===== src/rtl/hipc_params.svh =====
// Constants for the halt and idle power sequencer.
`ifndef HIPC_PARAMS_SVH
`define HIPC_PARAMS_SVH

// Oscillator period and instruction cycle period, in nanoseconds.
`define HIPC_CLK_PERIOD_NS 100
`define HIPC_TC_PERIOD_NS 1000
// Oscillator cycles per instruction cycle; ten at these rates.
`define HIPC_TC_DIV (`HIPC_TC_PERIOD_NS / `HIPC_CLK_PERIOD_NS)
`define HIPC_DIV_W 4
`define HIPC_DIV_LAST 4'h9

// Idle timer layout and start-up load.
`define HIPC_TMR_W 16
`define HIPC_START_LOAD 16'h0100
`define HIPC_TMR_RESET 16'h0000
`define HIPC_TMR_ZERO 16'h0000
`define HIPC_TMR_ONE 16'h0001
`define HIPC_TOGGLE_BIT 12

// Port M wake enable bit that arms the CAN wake-up comparator.
`define HIPC_CAN_WAKE_BIT 7
`define HIPC_WAKE_W 8

`endif


===== src/rtl/hipc_pkg.sv =====
// Types shared by the halt and idle power sequencer.
package hipc_pkg;

   typedef enum logic [1:0] {
      HIPC_RUN = 2'b00,
      HIPC_HALT = 2'b01,
      HIPC_IDLE = 2'b10,
      HIPC_START = 2'b11
   } hipc_state_t;

   typedef struct packed {
      hipc_state_t mode;
      logic osc_enable;
      logic sys_clk_enable;
      logic timer_run;
   } hipc_status_t;

   typedef struct packed {
      logic main_comp_on;
      logic wake_comp_on;
      logic vref_on;
   } hipc_can_t;

endpackage


===== src/rtl/hipc_sync.sv =====
// Two flip-flop synchroniser for pin inputs.
`timescale 1ns/1ps
module hipc_sync #(
   parameter int W = 1,
   parameter logic [W-1:0] INIT = '0
) (
   input wire logic clk,
   input wire logic rst,
   input wire logic [W-1:0] d,
   output logic [W-1:0] q
);
   logic [W-1:0] meta_r;

   always_ff @(posedge clk) begin
      if (rst) begin
         meta_r <= INIT;
         q <= INIT;
      end else begin
         meta_r <= d;
         q <= meta_r;
      end
   end
endmodule


===== src/rtl/hipc_tc_div.sv =====
// Divider that makes the instruction cycle tick from the oscillator clock.
`timescale 1ns/1ps
`include "hipc_params.svh"
module hipc_tc_div (
   input wire logic clk,
   input wire logic rst,
   input wire logic run,
   output logic tick
);
   logic [`HIPC_DIV_W-1:0] cnt_r;

   // The count restarts whenever the oscillator is stopped.
   always_ff @(posedge clk) begin
      if (rst || !run) begin
         cnt_r <= '0;
      end else if (cnt_r == `HIPC_DIV_LAST) begin
         cnt_r <= '0;
      end else begin
         cnt_r <= cnt_r + `HIPC_DIV_W'(1);
      end
   end

   assign tick = run && (cnt_r == `HIPC_DIV_LAST);
endmodule


===== src/rtl/hipc_top.sv =====
// Halt and idle power-save sequencer with start-up delay and CAN power-down.
//
// Overview of operation
// - Writing one to the halt request bit enters HALT when the halt option allows.
// - HALT stops the oscillator, the system clocks and every timer.
// - Writing one to the idle request bit enters IDLE; only oscillator and idle timer run.
// - HALT and IDLE keep all state except the idle timer unchanged.
// - Clearing port M wake enable bit 7 stops CAN traffic waking the device.
// - With both CAN comparators off, the reference is off and its pin floats.
// - HALT ends on a port L or M wake-up or a low reset pin.
// - A HALT wake-up runs only the oscillator and counts 256 down on tc.
// - The instruction clock is the oscillator divided by ten.
// - System clocks stay gated until the start-up count expires.
// - With the halt option disabled, halt request writes are ignored.
// - IDLE ends on reset or on a port L or CAN wake-up.
// - IDLE also ends when idle timer bit twelve toggles.
// - Each toggle of idle timer bit twelve sets the pending flag.
// - The idle timer interrupt is raised only while its enable is set.
// - Timer exit from IDLE with interrupt enabled runs the service routine first.
// - Timer exit from IDLE with interrupt disabled resumes at the next instruction.
// - Each selected timer bit event clears the idle request bit.
// - HALT is refused while any wake-up bit is enabled and pending.
`timescale 1ns/1ps
`include "hipc_params.svh"
module hipc_top
   import hipc_pkg::*;
(
   input wire logic clk,
   input wire logic rst,
   input wire logic halt_option_en,
   input wire logic halt_req_wr,
   input wire logic halt_req_wdata,
   input wire logic idle_req_wr,
   input wire logic idle_req_wdata,
   input wire logic can_rx_comp_enable_0,
   input wire logic can_rx_comp_enable_1,
   input wire logic [`HIPC_WAKE_W-1:0] portm_wake_enable_reg,
   input wire logic [`HIPC_WAKE_W-1:0] portm_wake_pending,
   input wire logic [`HIPC_WAKE_W-1:0] portl_wake_enable,
   input wire logic [`HIPC_WAKE_W-1:0] portl_wake_pending,
   input wire logic reset_pin_n,
   input wire logic idle_timer_int_enable,
   input wire logic idle_timer_pending_clr,
   output logic halt_request_bit,
   output logic idle_request_bit,
   output hipc_status_t status,
   output hipc_can_t can_power,
   output logic can_vref_oe_n,
   output logic [`HIPC_TMR_W-1:0] idle_timer,
   output logic idle_timer_pending,
   output logic idle_timer_irq,
   output logic resume_isr,
   output logic resume_next
);
   hipc_state_t state_r;
   hipc_state_t state_nxt;
   logic halt_request_r;
   logic idle_request_r;
   logic [`HIPC_TMR_W-1:0] timer_r;
   logic [`HIPC_TMR_W-1:0] timer_nxt;
   logic pending_r;
   logic irq_r;
   logic resume_isr_r;
   logic resume_next_r;
   logic osc_run;
   logic tc_tick;
   logic timer_step;
   logic toggle_evt;
   logic reset_pin_n_s;
   logic pin_reset;
   logic wake_any;
   logic halt_take;
   logic idle_take;
   logic timer_exit;
   logic start_done;

   // The reset pin comes from outside the clock domain.
   hipc_sync #(
      .W(1),
      .INIT(1'b1)
   ) u_pin_sync (
      .clk(clk),
      .rst(rst),
      .d(reset_pin_n),
      .q(reset_pin_n_s)
   );

   assign pin_reset = !reset_pin_n_s;

   // The oscillator is stopped only while halted.
   assign osc_run = (state_r != HIPC_HALT);

   hipc_tc_div u_tc_div (
      .clk(clk),
      .rst(rst),
      .run(osc_run),
      .tick(tc_tick)
   );

   // Pending flags arrive from the wake-up edge logic on this clock.
   // Port M bit 7 is the CAN wake-up input; its enable arms the comparator.
   assign wake_any = |(portl_wake_enable & portl_wake_pending)
                     | |(portm_wake_enable_reg & portm_wake_pending);

   // A halt request with a wake-up already pending would never sleep, so it is refused.
   assign halt_take = (state_r == HIPC_RUN) && halt_req_wr && halt_req_wdata
                      && halt_option_en && !wake_any;
   assign idle_take = (state_r == HIPC_RUN) && idle_req_wr && idle_req_wdata
                      && !halt_take;

   assign timer_step = tc_tick && (state_r != HIPC_HALT);
   assign timer_nxt = timer_r - `HIPC_TMR_ONE;
   assign toggle_evt = timer_step && (state_r != HIPC_START)
                       && (timer_nxt[`HIPC_TOGGLE_BIT] != timer_r[`HIPC_TOGGLE_BIT]);
   assign timer_exit = (state_r == HIPC_IDLE) && toggle_evt;
   assign start_done = (state_r == HIPC_START) && (timer_r == `HIPC_TMR_ZERO);

   // Sequencer.
   always_comb begin
      state_nxt = state_r;
      case (state_r)
         HIPC_RUN: begin
            if (pin_reset) begin
               state_nxt = HIPC_RUN;
            end else if (halt_take) begin
               state_nxt = HIPC_HALT;
            end else if (idle_take) begin
               state_nxt = HIPC_IDLE;
            end
         end
         HIPC_HALT: begin
            if (wake_any || pin_reset) begin
               state_nxt = HIPC_START;
            end
         end
         HIPC_IDLE: begin
            // The oscillator never stopped, so no start-up delay is needed.
            if (pin_reset || wake_any || toggle_evt) begin
               state_nxt = HIPC_RUN;
            end
         end
         HIPC_START: begin
            if (start_done) begin
               state_nxt = HIPC_RUN;
            end
         end
         default: begin
            state_nxt = HIPC_RUN;
         end
      endcase
   end

   always_ff @(posedge clk) begin
      if (rst) begin
         state_r <= HIPC_RUN;
      end else begin
         state_r <= state_nxt;
      end
   end

   // Request bits read back to software.
   always_ff @(posedge clk) begin
      if (rst) begin
         halt_request_r <= 1'b0;
      end else if (state_nxt == HIPC_RUN) begin
         halt_request_r <= 1'b0;
      end else if (halt_take) begin
         halt_request_r <= 1'b1;
      end
   end

   always_ff @(posedge clk) begin
      if (rst) begin
         idle_request_r <= 1'b0;
      end else if (toggle_evt || state_nxt == HIPC_RUN) begin
         idle_request_r <= 1'b0;
      end else if (idle_take) begin
         idle_request_r <= 1'b1;
      end
   end

   // Idle timer: frozen in HALT, loaded on a HALT wake-up, else free running down.
   always_ff @(posedge clk) begin
      if (rst) begin
         timer_r <= `HIPC_TMR_RESET;
      end else if (state_r == HIPC_HALT) begin
         if (state_nxt == HIPC_START) begin
            timer_r <= `HIPC_START_LOAD;
         end
      end else if (start_done) begin
         timer_r <= timer_r;
      end else if (timer_step) begin
         timer_r <= timer_nxt;
      end
   end

   // A toggle in the same cycle as a clear keeps the flag set.
   always_ff @(posedge clk) begin
      if (rst) begin
         pending_r <= 1'b0;
      end else if (toggle_evt) begin
         pending_r <= 1'b1;
      end else if (idle_timer_pending_clr) begin
         pending_r <= 1'b0;
      end
   end

   always_ff @(posedge clk) begin
      if (rst) begin
         irq_r <= 1'b0;
      end else begin
         irq_r <= pending_r && idle_timer_int_enable;
      end
   end

   // Resume direction after a timer exit from IDLE.
   always_ff @(posedge clk) begin
      if (rst) begin
         resume_isr_r <= 1'b0;
         resume_next_r <= 1'b0;
      end else begin
         resume_isr_r <= timer_exit && idle_timer_int_enable;
         resume_next_r <= timer_exit && !idle_timer_int_enable;
      end
   end

   assign halt_request_bit = halt_request_r;
   assign idle_request_bit = idle_request_r;
   assign idle_timer = timer_r;
   assign idle_timer_pending = pending_r;
   assign idle_timer_irq = irq_r;
   assign resume_isr = resume_isr_r;
   assign resume_next = resume_next_r;

   // Gating the system clock freezes RAM, registers and ports in place.
   // Software must still pad with two no-operations, since the gate lands mid-instruction.
   assign status.mode = state_r;
   assign status.osc_enable = osc_run;
   assign status.sys_clk_enable = (state_r == HIPC_RUN);
   assign status.timer_run = osc_run;

   // Software drops both receive enables before sleeping, so main_comp_on
   // falls and the reference may power down.
   assign can_power.main_comp_on = can_rx_comp_enable_0 || can_rx_comp_enable_1;
   assign can_power.wake_comp_on = portm_wake_enable_reg[`HIPC_CAN_WAKE_BIT];
   assign can_power.vref_on = can_power.main_comp_on || can_power.wake_comp_on;
   assign can_vref_oe_n = !can_power.vref_on;

   property p_halt_option;
      @(posedge clk) disable iff (rst)
      (state_r == HIPC_RUN && halt_req_wr && halt_req_wdata && !halt_option_en)
         |=> (state_r != HIPC_HALT) && !halt_request_bit;
   endproperty
   a_halt_option: assert property (p_halt_option) else $error("halt entered with option off");

   property p_halt_enter;
      @(posedge clk) disable iff (rst)
      (state_r == HIPC_RUN && halt_req_wr && halt_req_wdata && halt_option_en && !wake_any && !pin_reset)
         |=> (state_r == HIPC_HALT) && halt_request_bit;
   endproperty
   a_halt_enter: assert property (p_halt_enter) else $error("halt request not taken");

   property p_halt_refuse;
      @(posedge clk) disable iff (rst)
      (state_r == HIPC_RUN && halt_req_wr && wake_any) |=> (state_r != HIPC_HALT);
   endproperty
   a_halt_refuse: assert property (p_halt_refuse) else $error("halt taken with wake pending");

   property p_halt_frozen;
      @(posedge clk) disable iff (rst)
      (state_r == HIPC_HALT) |-> !status.osc_enable && !status.sys_clk_enable
         && (($past(state_r) != HIPC_HALT) || (timer_r == $past(timer_r)));
   endproperty
   a_halt_frozen: assert property (p_halt_frozen) else $error("activity during halt");

   property p_idle_run;
      @(posedge clk) disable iff (rst)
      (state_r == HIPC_IDLE) |-> status.osc_enable && !status.sys_clk_enable;
   endproperty
   a_idle_run: assert property (p_idle_run) else $error("idle clocks wrong");

   property p_halt_wake;
      @(posedge clk) disable iff (rst)
      (state_r == HIPC_HALT && wake_any)
         |=> (state_r == HIPC_START) && (timer_r == `HIPC_START_LOAD) && !status.sys_clk_enable;
   endproperty
   a_halt_wake: assert property (p_halt_wake) else $error("halt wake without start load");

   property p_start_gate;
      @(posedge clk) disable iff (rst)
      (state_r == HIPC_START && timer_r != `HIPC_TMR_ZERO) |=> !status.sys_clk_enable;
   endproperty
   a_start_gate: assert property (p_start_gate) else $error("clocks released early");

   property p_start_done;
      @(posedge clk) disable iff (rst)
      (state_r == HIPC_START && timer_r == `HIPC_TMR_ZERO)
         |=> status.sys_clk_enable && !halt_request_bit;
   endproperty
   a_start_done: assert property (p_start_done) else $error("start-up expiry ignored");

   property p_tc_spacing;
      @(posedge clk) disable iff (rst)
      (tc_tick && state_r != HIPC_HALT) |=> !tc_tick [*8] ##1 !tc_tick;
   endproperty
   a_tc_spacing: assert property (p_tc_spacing) else $error("instruction tick too soon");

   property p_idle_timer_exit;
      @(posedge clk) disable iff (rst)
      (state_r == HIPC_IDLE && toggle_evt)
         |=> (state_r == HIPC_RUN) && !idle_request_bit && idle_timer_pending;
   endproperty
   a_idle_timer_exit: assert property (p_idle_timer_exit) else $error("idle not left on toggle");

   property p_irq_gate;
      @(posedge clk) disable iff (rst)
      idle_timer_irq |-> $past(pending_r) && $past(idle_timer_int_enable);
   endproperty
   a_irq_gate: assert property (p_irq_gate) else $error("interrupt without enable");

   property p_resume_path;
      @(posedge clk) disable iff (rst)
      timer_exit |=> (resume_isr == $past(idle_timer_int_enable)) && (resume_next != resume_isr);
   endproperty
   a_resume_path: assert property (p_resume_path) else $error("wrong resume path");

   property p_vref;
      @(posedge clk) disable iff (rst)
      (!can_rx_comp_enable_0 && !can_rx_comp_enable_1 && !portm_wake_enable_reg[`HIPC_CAN_WAKE_BIT])
         |-> can_vref_oe_n && !can_power.vref_on;
   endproperty
   a_vref: assert property (p_vref) else $error("reference on with comparators off");

endmodule


===== config.mk =====
export PLATFORM = sky130hd
export DESIGN_NAME = hipc_top
export DESIGN_NICKNAME = d
export VERILOG_FILES = /design/src/rtl/hipc_pkg.sv /design/src/rtl/hipc_sync.sv /design/src/rtl/hipc_tc_div.sv /design/src/rtl/hipc_top.sv
export VERILOG_INCLUDE_DIRS = /design/src /design/src/rtl
export SDC_FILE = /design/constraint.sdc
export NUM_CORES = 1
export LEC_CHECK = 0
export ABC_AREA = 1
export ABC_CLOCK_PERIOD_IN_PS = 2140
export BUFFER_PORTS_ARGS = -buffer_cell sky130_fd_sc_hd__buf_2
export CAP_MARGIN = 10
export CELL_PAD_IN_SITES_DETAIL_PLACEMENT = 1
export CELL_PAD_IN_SITES_GLOBAL_PLACEMENT = 2
export CORE_MARGIN = 1.5
export CORE_UTILIZATION = 24
export CTS_CLUSTER_SIZE = 40
export DETAILED_ROUTE_END_ITERATION = 16
export PLACE_DENSITY_LB_ADDON = 0.1
export SLEW_MARGIN = 20
export SYNTH_ARGS = -nofsm -noshare
export SYNTH_HDL_FRONTEND = slang
export SYNTH_SLANG_ARGS = --single-unit

===== constraint.sdc =====
create_clock -name clk -period 2.14 [get_ports clk]
set_input_delay 0.107 -clock clk [delete_from_list [all_inputs] [get_ports clk]]
set_output_delay 0.107 -clock clk [all_outputs]
set_load 0.01 [all_outputs]

=== Word-level counts from Yosys, hierarchy flattened ===
Cells that the tools add are included.

* Register bits after elaboration: 30
* Bits of input ports: 44
* Logic and storage cells: 78

* $add $sub $neg: 2
* Eq/ne operators: 10
* Muxes and demuxes: 13
* Bitwise gates (word level): 3
* Reduce and logical (&&, ||, !) cells: 39

{| class="wikitable"
|+ Operators with widths
! cell !! number
|-
| two-way mux 16 bit || 4
|-
| AND 8 bit || 2
|-
| logical AND 1 bit || 16
|-
| logical NOT 16 bit || 1
|-
| OR reduction 8 bit || 2
|-
| subtractor 16 x 1 -> 16 bit, second input constant || 1
|-
| two-way mux 2 bit || 6
|-
| case mux 2 bit (4 select lines) || 1
|-
| equality test 2 bit, second input constant || 3
|-
| logical NOT 1 bit || 6
|-
| logical OR 1 bit || 6
|-
| != test 2 x 1 -> 1 bit, second input constant || 3
|-
| OR reduction 2 bit || 3
|-
| adder 4 x 1 -> 4 bit, second input constant || 1
|-
| equality test 4 bit, second input constant || 1
|-
| logical NOT 2 bit || 2
|-
| nonzero test 2 bit || 2
|-
| AND reduction 3 bit || 1
|-
| equality test 2 x 1 -> 1 bit, second input constant || 1
|-
| two-way mux 1 bit || 2
|-
| != test 2 bit, second input constant || 1
|-
| != test 1 bit || 1
|-
| OR 1 bit || 1
|}

=== Logic depth before layout (Yosys ltp) ===
Gate-level depths: netlist (run 1).

* Depth in word-level cells: 14
* Gate-level depth with buffers: 12
* Gate-level depth less buffers: 12

=== Hierarchy ===
A second synthesis (run 1) with hierarchy kept.

* Cell total of the unflattened synthesis: 273
* Area, all modules: 1784.2 um^2

{| class="wikitable"
|+ By module, submodules not included
! module !! times used !! cells an instance !! area an instance (um^2) !! seq. area each (um^2)
|-
| hipc_top || 1 || 243 || 1537.7 || 480.5
|-
| hipc_tc_div || 1 || 23 || 187.7 || 80.1
|-
| hipc_sync || 1 || 7 || 58.8 || 40.0
|}

=== Least setup slack after synthesis (run 1) ===
OpenSTA, ideal clock, no wires.

* Path kind: register to register
* Start point: register timer_r[0] (netlist: idle_timer[0])
* End point: register timer_r[0] (netlist: idle_timer[0])
* Library setup time: 0.115 ns
* Arrival: 1.562 ns
* Setup slack: 0.462 ns
* Cell stages (with the launch flop): 12
* Buffers on the path: 1
* Cells stage by stage: dfxtp_1 -> inv_1 -> ha_1 -> nand2_2 -> nor2_2 -> nand2_1 -> nand3_2 -> nand3_4 -> nand2_4 -> buf_6 -> o21ai_0 -> inv_1

* Cells in the longest elaborated chain, start to end: 9

{| class="wikitable"
|+ RTL lines
! what !! RTL line !! text
|-
| start, declared || hipc_top.sv:59 || <nowiki>logic [`HIPC_TMR_W-1:0] timer_r;</nowiki>
|-
| start signal, assigned || hipc_top.sv:185 || <nowiki>timer_r <= `HIPC_TMR_RESET;</nowiki>
|-
| start signal, assigned || hipc_top.sv:188 || <nowiki>timer_r <= `HIPC_START_LOAD;</nowiki>
|-
| start signal, assigned || hipc_top.sv:191 || <nowiki>timer_r <= timer_r;</nowiki>
|-
| subtractor 16 x 1 -> 16 bit (no line) || n/a ||
|-
| != test 1 bit || hipc_top.sv:114 || <nowiki>&& (timer_nxt[`HIPC_TOGGLE_BIT] != timer_r[`HIPC_TOGGLE_BIT]);</nowiki>
|-
| logical AND 1 bit || hipc_top.sv:113 || <nowiki>assign toggle_evt = timer_step && (state_r != HIPC_START)</nowiki>
|-
| logical OR 1 bit || hipc_top.sv:138 || <nowiki>if (pin_reset || wake_any || toggle_evt) begin</nowiki>
|-
| two-way mux 2 bit || hipc_top.sv:138 ||
|-
| case mux 2 bit (4 select lines) || hipc_top.sv:121 || <nowiki>case (state_r)</nowiki>
|-
| equality test 2 bit || hipc_top.sv:187 || <nowiki>if (state_nxt == HIPC_START) begin</nowiki>
|-
| != test 2 x 1 -> 1 bit (no line) || n/a ||
|-
| AND reduction 3 bit (no line) || n/a ||
|}

Several ways; a longest one is shown, not always the timed one. The select of a mux whose other input is x is not followed.
A chain may end at the register's enable or synchronous reset.

=== Final worst setup path (run 1) ===
Same ends and word-level chain as after synthesis.

==> results.tsv, run 1 <==
stage	metric	value	unit
yosys	FFs w/ async S/R, synth	0	%
yosys	compound-cell area share of the yosys netlist	7.21	%
route	DRC viols	0	
die	Ports	75	
worst_setup_path	Crit path arrival time	2.05	ns
route	final wirelength	5310	um
global_route	first-pass GRT wire length	8350	um
yosys	Syn Std Cell Area	1750	um2
global_route	largest net degree at the start of global routing	23	
global_route	vias in the first global route	1780	
route	Routed WL per cell	12.0	um
cells_and_area	Filler Cell Count	929	
sta	Slew @ Worst Pin	0.414	ns
sta	Pins Over Slew Limit	0	
global_route	grt total ovfl	0	
clocking	CTS Buf Count	5	
yosys	Synth Area in XOR/XNOR	7.49	%
cells_and_area	most frequent cells in the layout	buf_2, nand2_1, nor2_1	
die	Die Span X	88.5	um
cells_and_area	layout cells sized above 1	29.1	%
die	CORE AREA	6940	um2
sta	max_slew headroom	72.4	%
sta	Tmin final	1.88	ns
cells_and_area	diode count	0	
clocking	Sink Count	30	
die	die area	7830	um2
worst_setup_path	kind of critical path	register to register	
cells_and_area	most common cell after layout, fill and taps aside	buf_2	
yosys	post-synthesis sequential area ratio	34.3	%
route	via count	1898	
cells_and_area	Finished Layout Cells	443	
outcome	status	complete, no violations	
place	routability cong.	0.759	
clocking	CTS clk-pin slew, worst paths	0.06	ns
worst_setup_path	worst-path fanout max	16	
worst_setup_path	r2r worst-path depth	10	
yosys	Post-synth EDFFs	0	
sta	worst clock skew	0.00233	ns
clocking	# resized after CTS	0	
route	initial drt markers	31	
route	post-route ant nets	0	
worst_setup_path	crit path capture type	register	
yosys	synthesis-stage register bit count	30	
cells_and_area	footprint of the multi-input gates	1020	um2
place	DP HPWL	4280	um
cells_and_area	Reg area	601	um2
cells_and_area	NumNets Final	393	
sta	final setup vio count	0	
power	Pwr Density	510	nW/um2
yosys	Net Count, Synth	313	
clocking	H-tree Lvls	2	
clocking	clk_lat worst skew	0.28	ns
yosys	Syn Inst Count	266	
min_path	Worst Hold Class	primary input to register	
die	initial core utilization	25.2	%
sta	RSZ-0062 raised after global routing	false	
place	port buffer count	74	
yosys	Synth Warn #	0	
power	Lkg Pwr	1.25	nW
job	max-cap violations	0	
yosys	mux share of post-synthesis cell area	0	%
route	drt first pass iters	4	
die	row count	30	
yosys	largest family of logic cells by synthesized area	simple AND/OR/NAND/NOR gates	
min_path	worst hold path depth	2	
sta	Fin. Hold Viols	0	
die	die extent in y	88.5	um
sta	setup tns final	0	ns
yosys	simple logic cell fraction of the synthesized area	41.1	%
power	VDD IR max	0.359	mV
clocking	CTS tree	yes	
worst_setup_path	Crit path required time	2.31	ns
global_route	initial antenna violation count	0	
clocking	clk buf depth	2	
sta	Fmax	0.532	GHz
route	via/cell ratio	4.28	
global_route	Tot GR Track Use	13.9	%
worst_setup_path	Setup crit start kind	register	
yosys	distinct cell type count after synthesis	29	
sta	period utilization	87.8	%
yosys	post-synthesis adder-cell area fraction	2.14	%
place	count of placed standard cells including taps	434	
clocking	CTS root buf	clkbuf_8	
yosys	Synth Flop Type	dfxtp_1	
yosys	Avg Synthesized Cell Area	6.59	um2
cells_and_area	Syn-to-layout area delta	33.5	%
## synth_stat cells, types with 3 or more instances
library cell | instances | area, um2
dfxtp_1 | 30 | 601
xnor2_1 | 5 | 43.8
ha_1 | 3 | 37.5
nand4_1 | 5 | 31.3
nand3_1 | 18 | 90.1
or2_2 | 4 | 25.0
a21oi_1 | 19 | 95.1
xor2_1 | 10 | 87.6
o21ai_0 | 3 | 15.0
nor2_1 | 49 | 184
inv_1 | 20 | 75.1
clkbuf_1 | 3 | 11.3
buf_4 | 4 | 30.0
nor3_1 | 6 | 30.0
nand2_1 | 73 | 274
## path summary, 6_finish.rpt
kind                     start                 to  slack (ns)
max              idle_timer[0]      idle_timer[0]        0.26
max reg2reg      idle_timer[0]      idle_timer[0]        0.26
min                reset_pin_n  u_pin_sync.meta_r        0.02
min reg2reg  u_pin_sync.meta_r       u_pin_sync.q        0.41
## state kept, by name, summed over array words and instances, names as in the netlist
register            flops
resume_isr              1
u_pin_sync.q            1
idle_request_bit        1
u_tc_div.cnt_r          4
idle_timer_irq          1
idle_timer_pending      1
idle_timer             16
state_r                 2
halt_request_bit        1
u_pin_sync.meta_r       1
resume_next             1
## kinds of logic (layout without fill, tap and decap cells)
logic type	after synthesis	count (layout)
XOR/XNOR	15	15
AND/OR/NAND/NOR	164	164
buffers and inverters	30	111
flip-flops	30	30
AO/OA/AOI/OAI	24	24
adder cells (fa/ha/maj)	3	3
## where the power goes
group          internal (mW)  total (mW)  switching, mW  leakage [nW]
clock                  0.259       0.470          0.211        0.0482
sequential             0.569       0.580         0.0112         0.243
combinational         0.0685       0.142         0.0739         0.958
## layer usage
layer  vias to the layer above  wire length [um]  share of wire (%)  track usage (%)
li1                        995                 -                  -                -
met1                       848              2600                 49             18.0
met2                        50              2360                 44             23.0
met3                         5               305                5.7             3.36
met4                         0                51               0.96             4.26
met5                         -                 0                  0                0
## critical path, stage by stage, from the launching register on
cell and delay (ns):
dfxtp_1 0.37, inv_1 0.10, ha_1 0.26, nand2_2 0.15
nor2_2 0.06, nand2_1 0.07, nand3_2 0.09, nand3_4 0.22
nand2_4 0.17, o21ai_0 0.21, inv_1 0.06
## what timing repair did
item	4_1_cts	5_1_grt
setup buffers	0	0
endpoints found under the hold margin	1	0
hold buffers	1	0
## area by class of cell
| class | count | area share [%] |
|---|---|---|
| inverter | 21 | 3.37 |
| clock buffer | 7 | 3.69 |
| clock inverter | 1 | 0.214 |
| timing repair buffer | 82 | 18.5 |
| sequential | 30 | 25.7 |
| tap | 96 | 5.13 |
| multi-input combinational | 206 | 43.4 |
## stage by stage
stage / total power [mW] / area, um2 / util (%) / setup slack (ns) / hold slack, ns
detailed placement: 0.737 / 2240 / 32.2 / 0.239 / 0.298
global placement: 0.736 / 2240 / 32.2 / 0.325 / 0.292
finish: 1.19 / 2340 / 33.7 / 0.261 / 0.0160
global route: 1.26 / 2340 / 33.7 / 0.0888 / 0.00585
CTS: 1.22 / 2340 / 33.7 / 0.229 / 0.0110
floorplan: 0.671 / 1750 / - / 0.462 / 0.185
Power figures use the tool's default switching activity.
==> run 2: changes to the inputs <==
--- a/config.mk
+++ b/config.mk
@@ -7,7 +7,7 @@
 export NUM_CORES = 1
 export LEC_CHECK = 0
 export ABC_AREA = 1
-export ABC_CLOCK_PERIOD_IN_PS = 2140
+export ABC_CLOCK_PERIOD_IN_PS = 2100
 export BUFFER_PORTS_ARGS = -buffer_cell sky130_fd_sc_hd__buf_2
 export CAP_MARGIN = 10
 export CELL_PAD_IN_SITES_DETAIL_PLACEMENT = 1
@@ -16,6 +16,7 @@
 export CORE_UTILIZATION = 24
 export CTS_CLUSTER_SIZE = 40
 export DETAILED_ROUTE_END_ITERATION = 16
+export GPL_ROUTABILITY_DRIVEN = 0
 export PLACE_DENSITY_LB_ADDON = 0.1
 export SLEW_MARGIN = 20
 export SYNTH_ARGS = -nofsm -noshare
==> constraint.sdc (replaced) <==
create_clock -name clk -period 2.1 [get_ports clk]
set_input_delay 0.105 -clock clk [delete_from_list [all_inputs] [get_ports clk]]
set_output_delay 0.105 -clock clk [all_outputs]
set_load 0.01 [all_outputs]
==> results.tsv, run 2 (synthesis gave the netlist of run 1 again) <==
stage	metric	value	unit
power	clock share of power	38.6	%
worst_setup_path	Crit path required time	2.32	ns
sta	Pins Over Slew Limit	0	
cells_and_area	NumNets Final	393	
power	VDD IR max	0.211	mV
clocking	# resized after CTS	0	
job	max-cap violations	0	
die	row count	30	
cells_and_area	layout cells sized above 1	29.0	%
sta	period utilization	90.2	%
worst_setup_path	worst-path fanout max	16	
outcome	status	complete, no violations	
clocking	clk_lat worst skew	0.28	ns
die	Ports	75	
sta	max_slew headroom	72.8	%
worst_setup_path	critical path capture point	idle_timer[2]	
worst_setup_path	Crit path arrival time	2.11	ns
clocking	H-tree Lvls	2	
global_route	largest net degree at the start of global routing	23	
route	initial drt markers	45	
worst_setup_path	RR Endpoint	idle_timer[2]	
die	die extent in y	88.5	um
power	P_int	0.903	mW
die	initial core utilization	25.2	%
cells_and_area	most common cell after layout, fill and taps aside	buf_2	
clocking	clk buf depth	2	
power	switching power	0.297	mW
place	Post-DP Area	2240	um2
power	Lkg Pwr	1.24	nW
place	DP HPWL	4250	um
global_route	Tot GR Track Use	14.2	%
sta	Fin. Hold Viols	0	
power	sw frac	24.7	%
worst_setup_path	crit path launch	idle_timer[0]	
sta	worst clock skew	0.00741	ns
worst_setup_path	crit path capture type	register	
clocking	CTS tree	yes	
route	final wirelength	5310	um
sta	RSZ-0062 raised after global routing	false	
route	via count	1889	
sta	Fmax	0.528	GHz
worst_setup_path	reg-to-reg slack, setup	0.21	ns
global_route	first-pass GRT wire length	8560	um
worst_setup_path	Setup crit start kind	register	
power	Gate power share	12.1	%
global_route	initial antenna violation count	0	
sta	setup tns final	0	ns
route	post-route ant nets	0	
cells_and_area	Syn-to-layout area delta	33.0	%
global_route	vias in the first global route	1825	
die	CORE AREA	6940	um2
cells_and_area	post-route cell area	2330	um2
power	Pwr Density	515	nW/um2
worst_setup_path	r2r worst-path depth	10	
power	total power	1.20	mW
sta	Tmin final	1.89	ns
clocking	Sink Count	30	
route	DRC viols	0	
route	drt first pass iters	4	
sta	setup ws final	0.206	ns
route	Routed WL per cell	12.0	um
cells_and_area	max reg flops	16	
power	Reg power frac	49.3	%
sta	Slew @ Worst Pin	0.408	ns
place	port buffer count	74	
min_path	Worst Hold Class	primary input to register	
die	die area	7830	um2
cells_and_area	diode count	0	
global_route	grt total ovfl	0	
sta	final setup vio count	0	
route	via/cell ratio	4.28	
place	post-place setup slack	0.214	ns
clocking	CTS root buf	clkbuf_8	
clocking	CTS Buf Count	5	
die	Die Span X	88.5	um
worst_setup_path	kind of critical path	register to register	
clocking	CTS clk-pin slew, worst paths	0.07	ns
cells_and_area	most frequent cells in the layout	buf_2, nand2_1, nor2_1	
worst_setup_path	r2r startpoint	idle_timer[0]	
-- run 2: cell count changes in the layout (fill, tap and decap cells not counted) --
cell      delta
clkinv_2     -1
clkbuf_1     -1
-- run 2: critical path, stage by stage (launching register included) --
cell,delay [ns]
dfxtp_1,0.34
inv_1,0.12
ha_1,0.24
nand2_2,0.14
nor2_2,0.15
nand2_1,0.07
nand3_2,0.09
nand3_4,0.20
nand2_4,0.25
nand2_1,0.10
a21oi_2,0.13
-- run 2: layout make-up --
| type | instances | area, um2 |
|---|---|---|
| multi-input combinational | 206 | 1020 |
| inverter | 21 | 78.8 |
| fill | 934 | 4610 |
| sequential | 30 | 601 |
| timing repair buffer | 82 | 433 |
| tap | 96 | 120 |
| clock buffer | 6 | 82.6 |
-- run 2: worst min path at each step --
stage                     startpoint                 to  cells after the start
3_3_place_gp   idle_timer_int_enable        resume_next                      2
3_5_place_dp   idle_timer_int_enable        resume_next                      2
2_1_floorplan  idle_timer_int_enable        resume_next                      1
6_report                 reset_pin_n  u_pin_sync.meta_r                      2
4_1_cts                  reset_pin_n  u_pin_sync.meta_r                      2
5_1_grt                  reset_pin_n  u_pin_sync.meta_r                      2
-- run 2: stage by stage --
step	std cells	hold slack, ns	utilization, %
5_1_grt	441	0.0190	33.6
2_1_floorplan	266	0.183	-
3_3_place_gp	434	0.290	32.2
3_5_place_dp	434	0.292	32.2
4_1_cts	441	0.0113	33.6
6_report	441	0.0182	33.6
-- run 2: power groups by stage --
stage / Clock, mW / Combinational (mW) / Sequential (mW)
3_3_place_gp: 0 / 0.146 / 0.604
3_5_place_dp: 0 / 0.147 / 0.605
6_report: 0.463 / 0.145 / 0.592
2_1_floorplan: 0 / 0.0807 / 0.603
5_1_grt: 0.511 / 0.167 / 0.593
4_1_cts: 0.480 / 0.149 / 0.592
-- run 2: timing repair --
| action | 4_1_cts | 5_1_grt |
|---|---|---|
| hold endpoints to repair | 1 | 0 |
| setup buffers | 0 | 0 |
| hold buffers | 1 | 0 |
-- run 2: metal layers --
layer  global-route usage (%)  vias to the layer above  part of all wire [%]
met3                     3.54                        4                   5.2
met2                     23.8                       49                    46
li1                         -                      995                     -
met4                     4.69                        0                   1.1
met1                     18.0                      841                    48
met5                        0                        -                     0
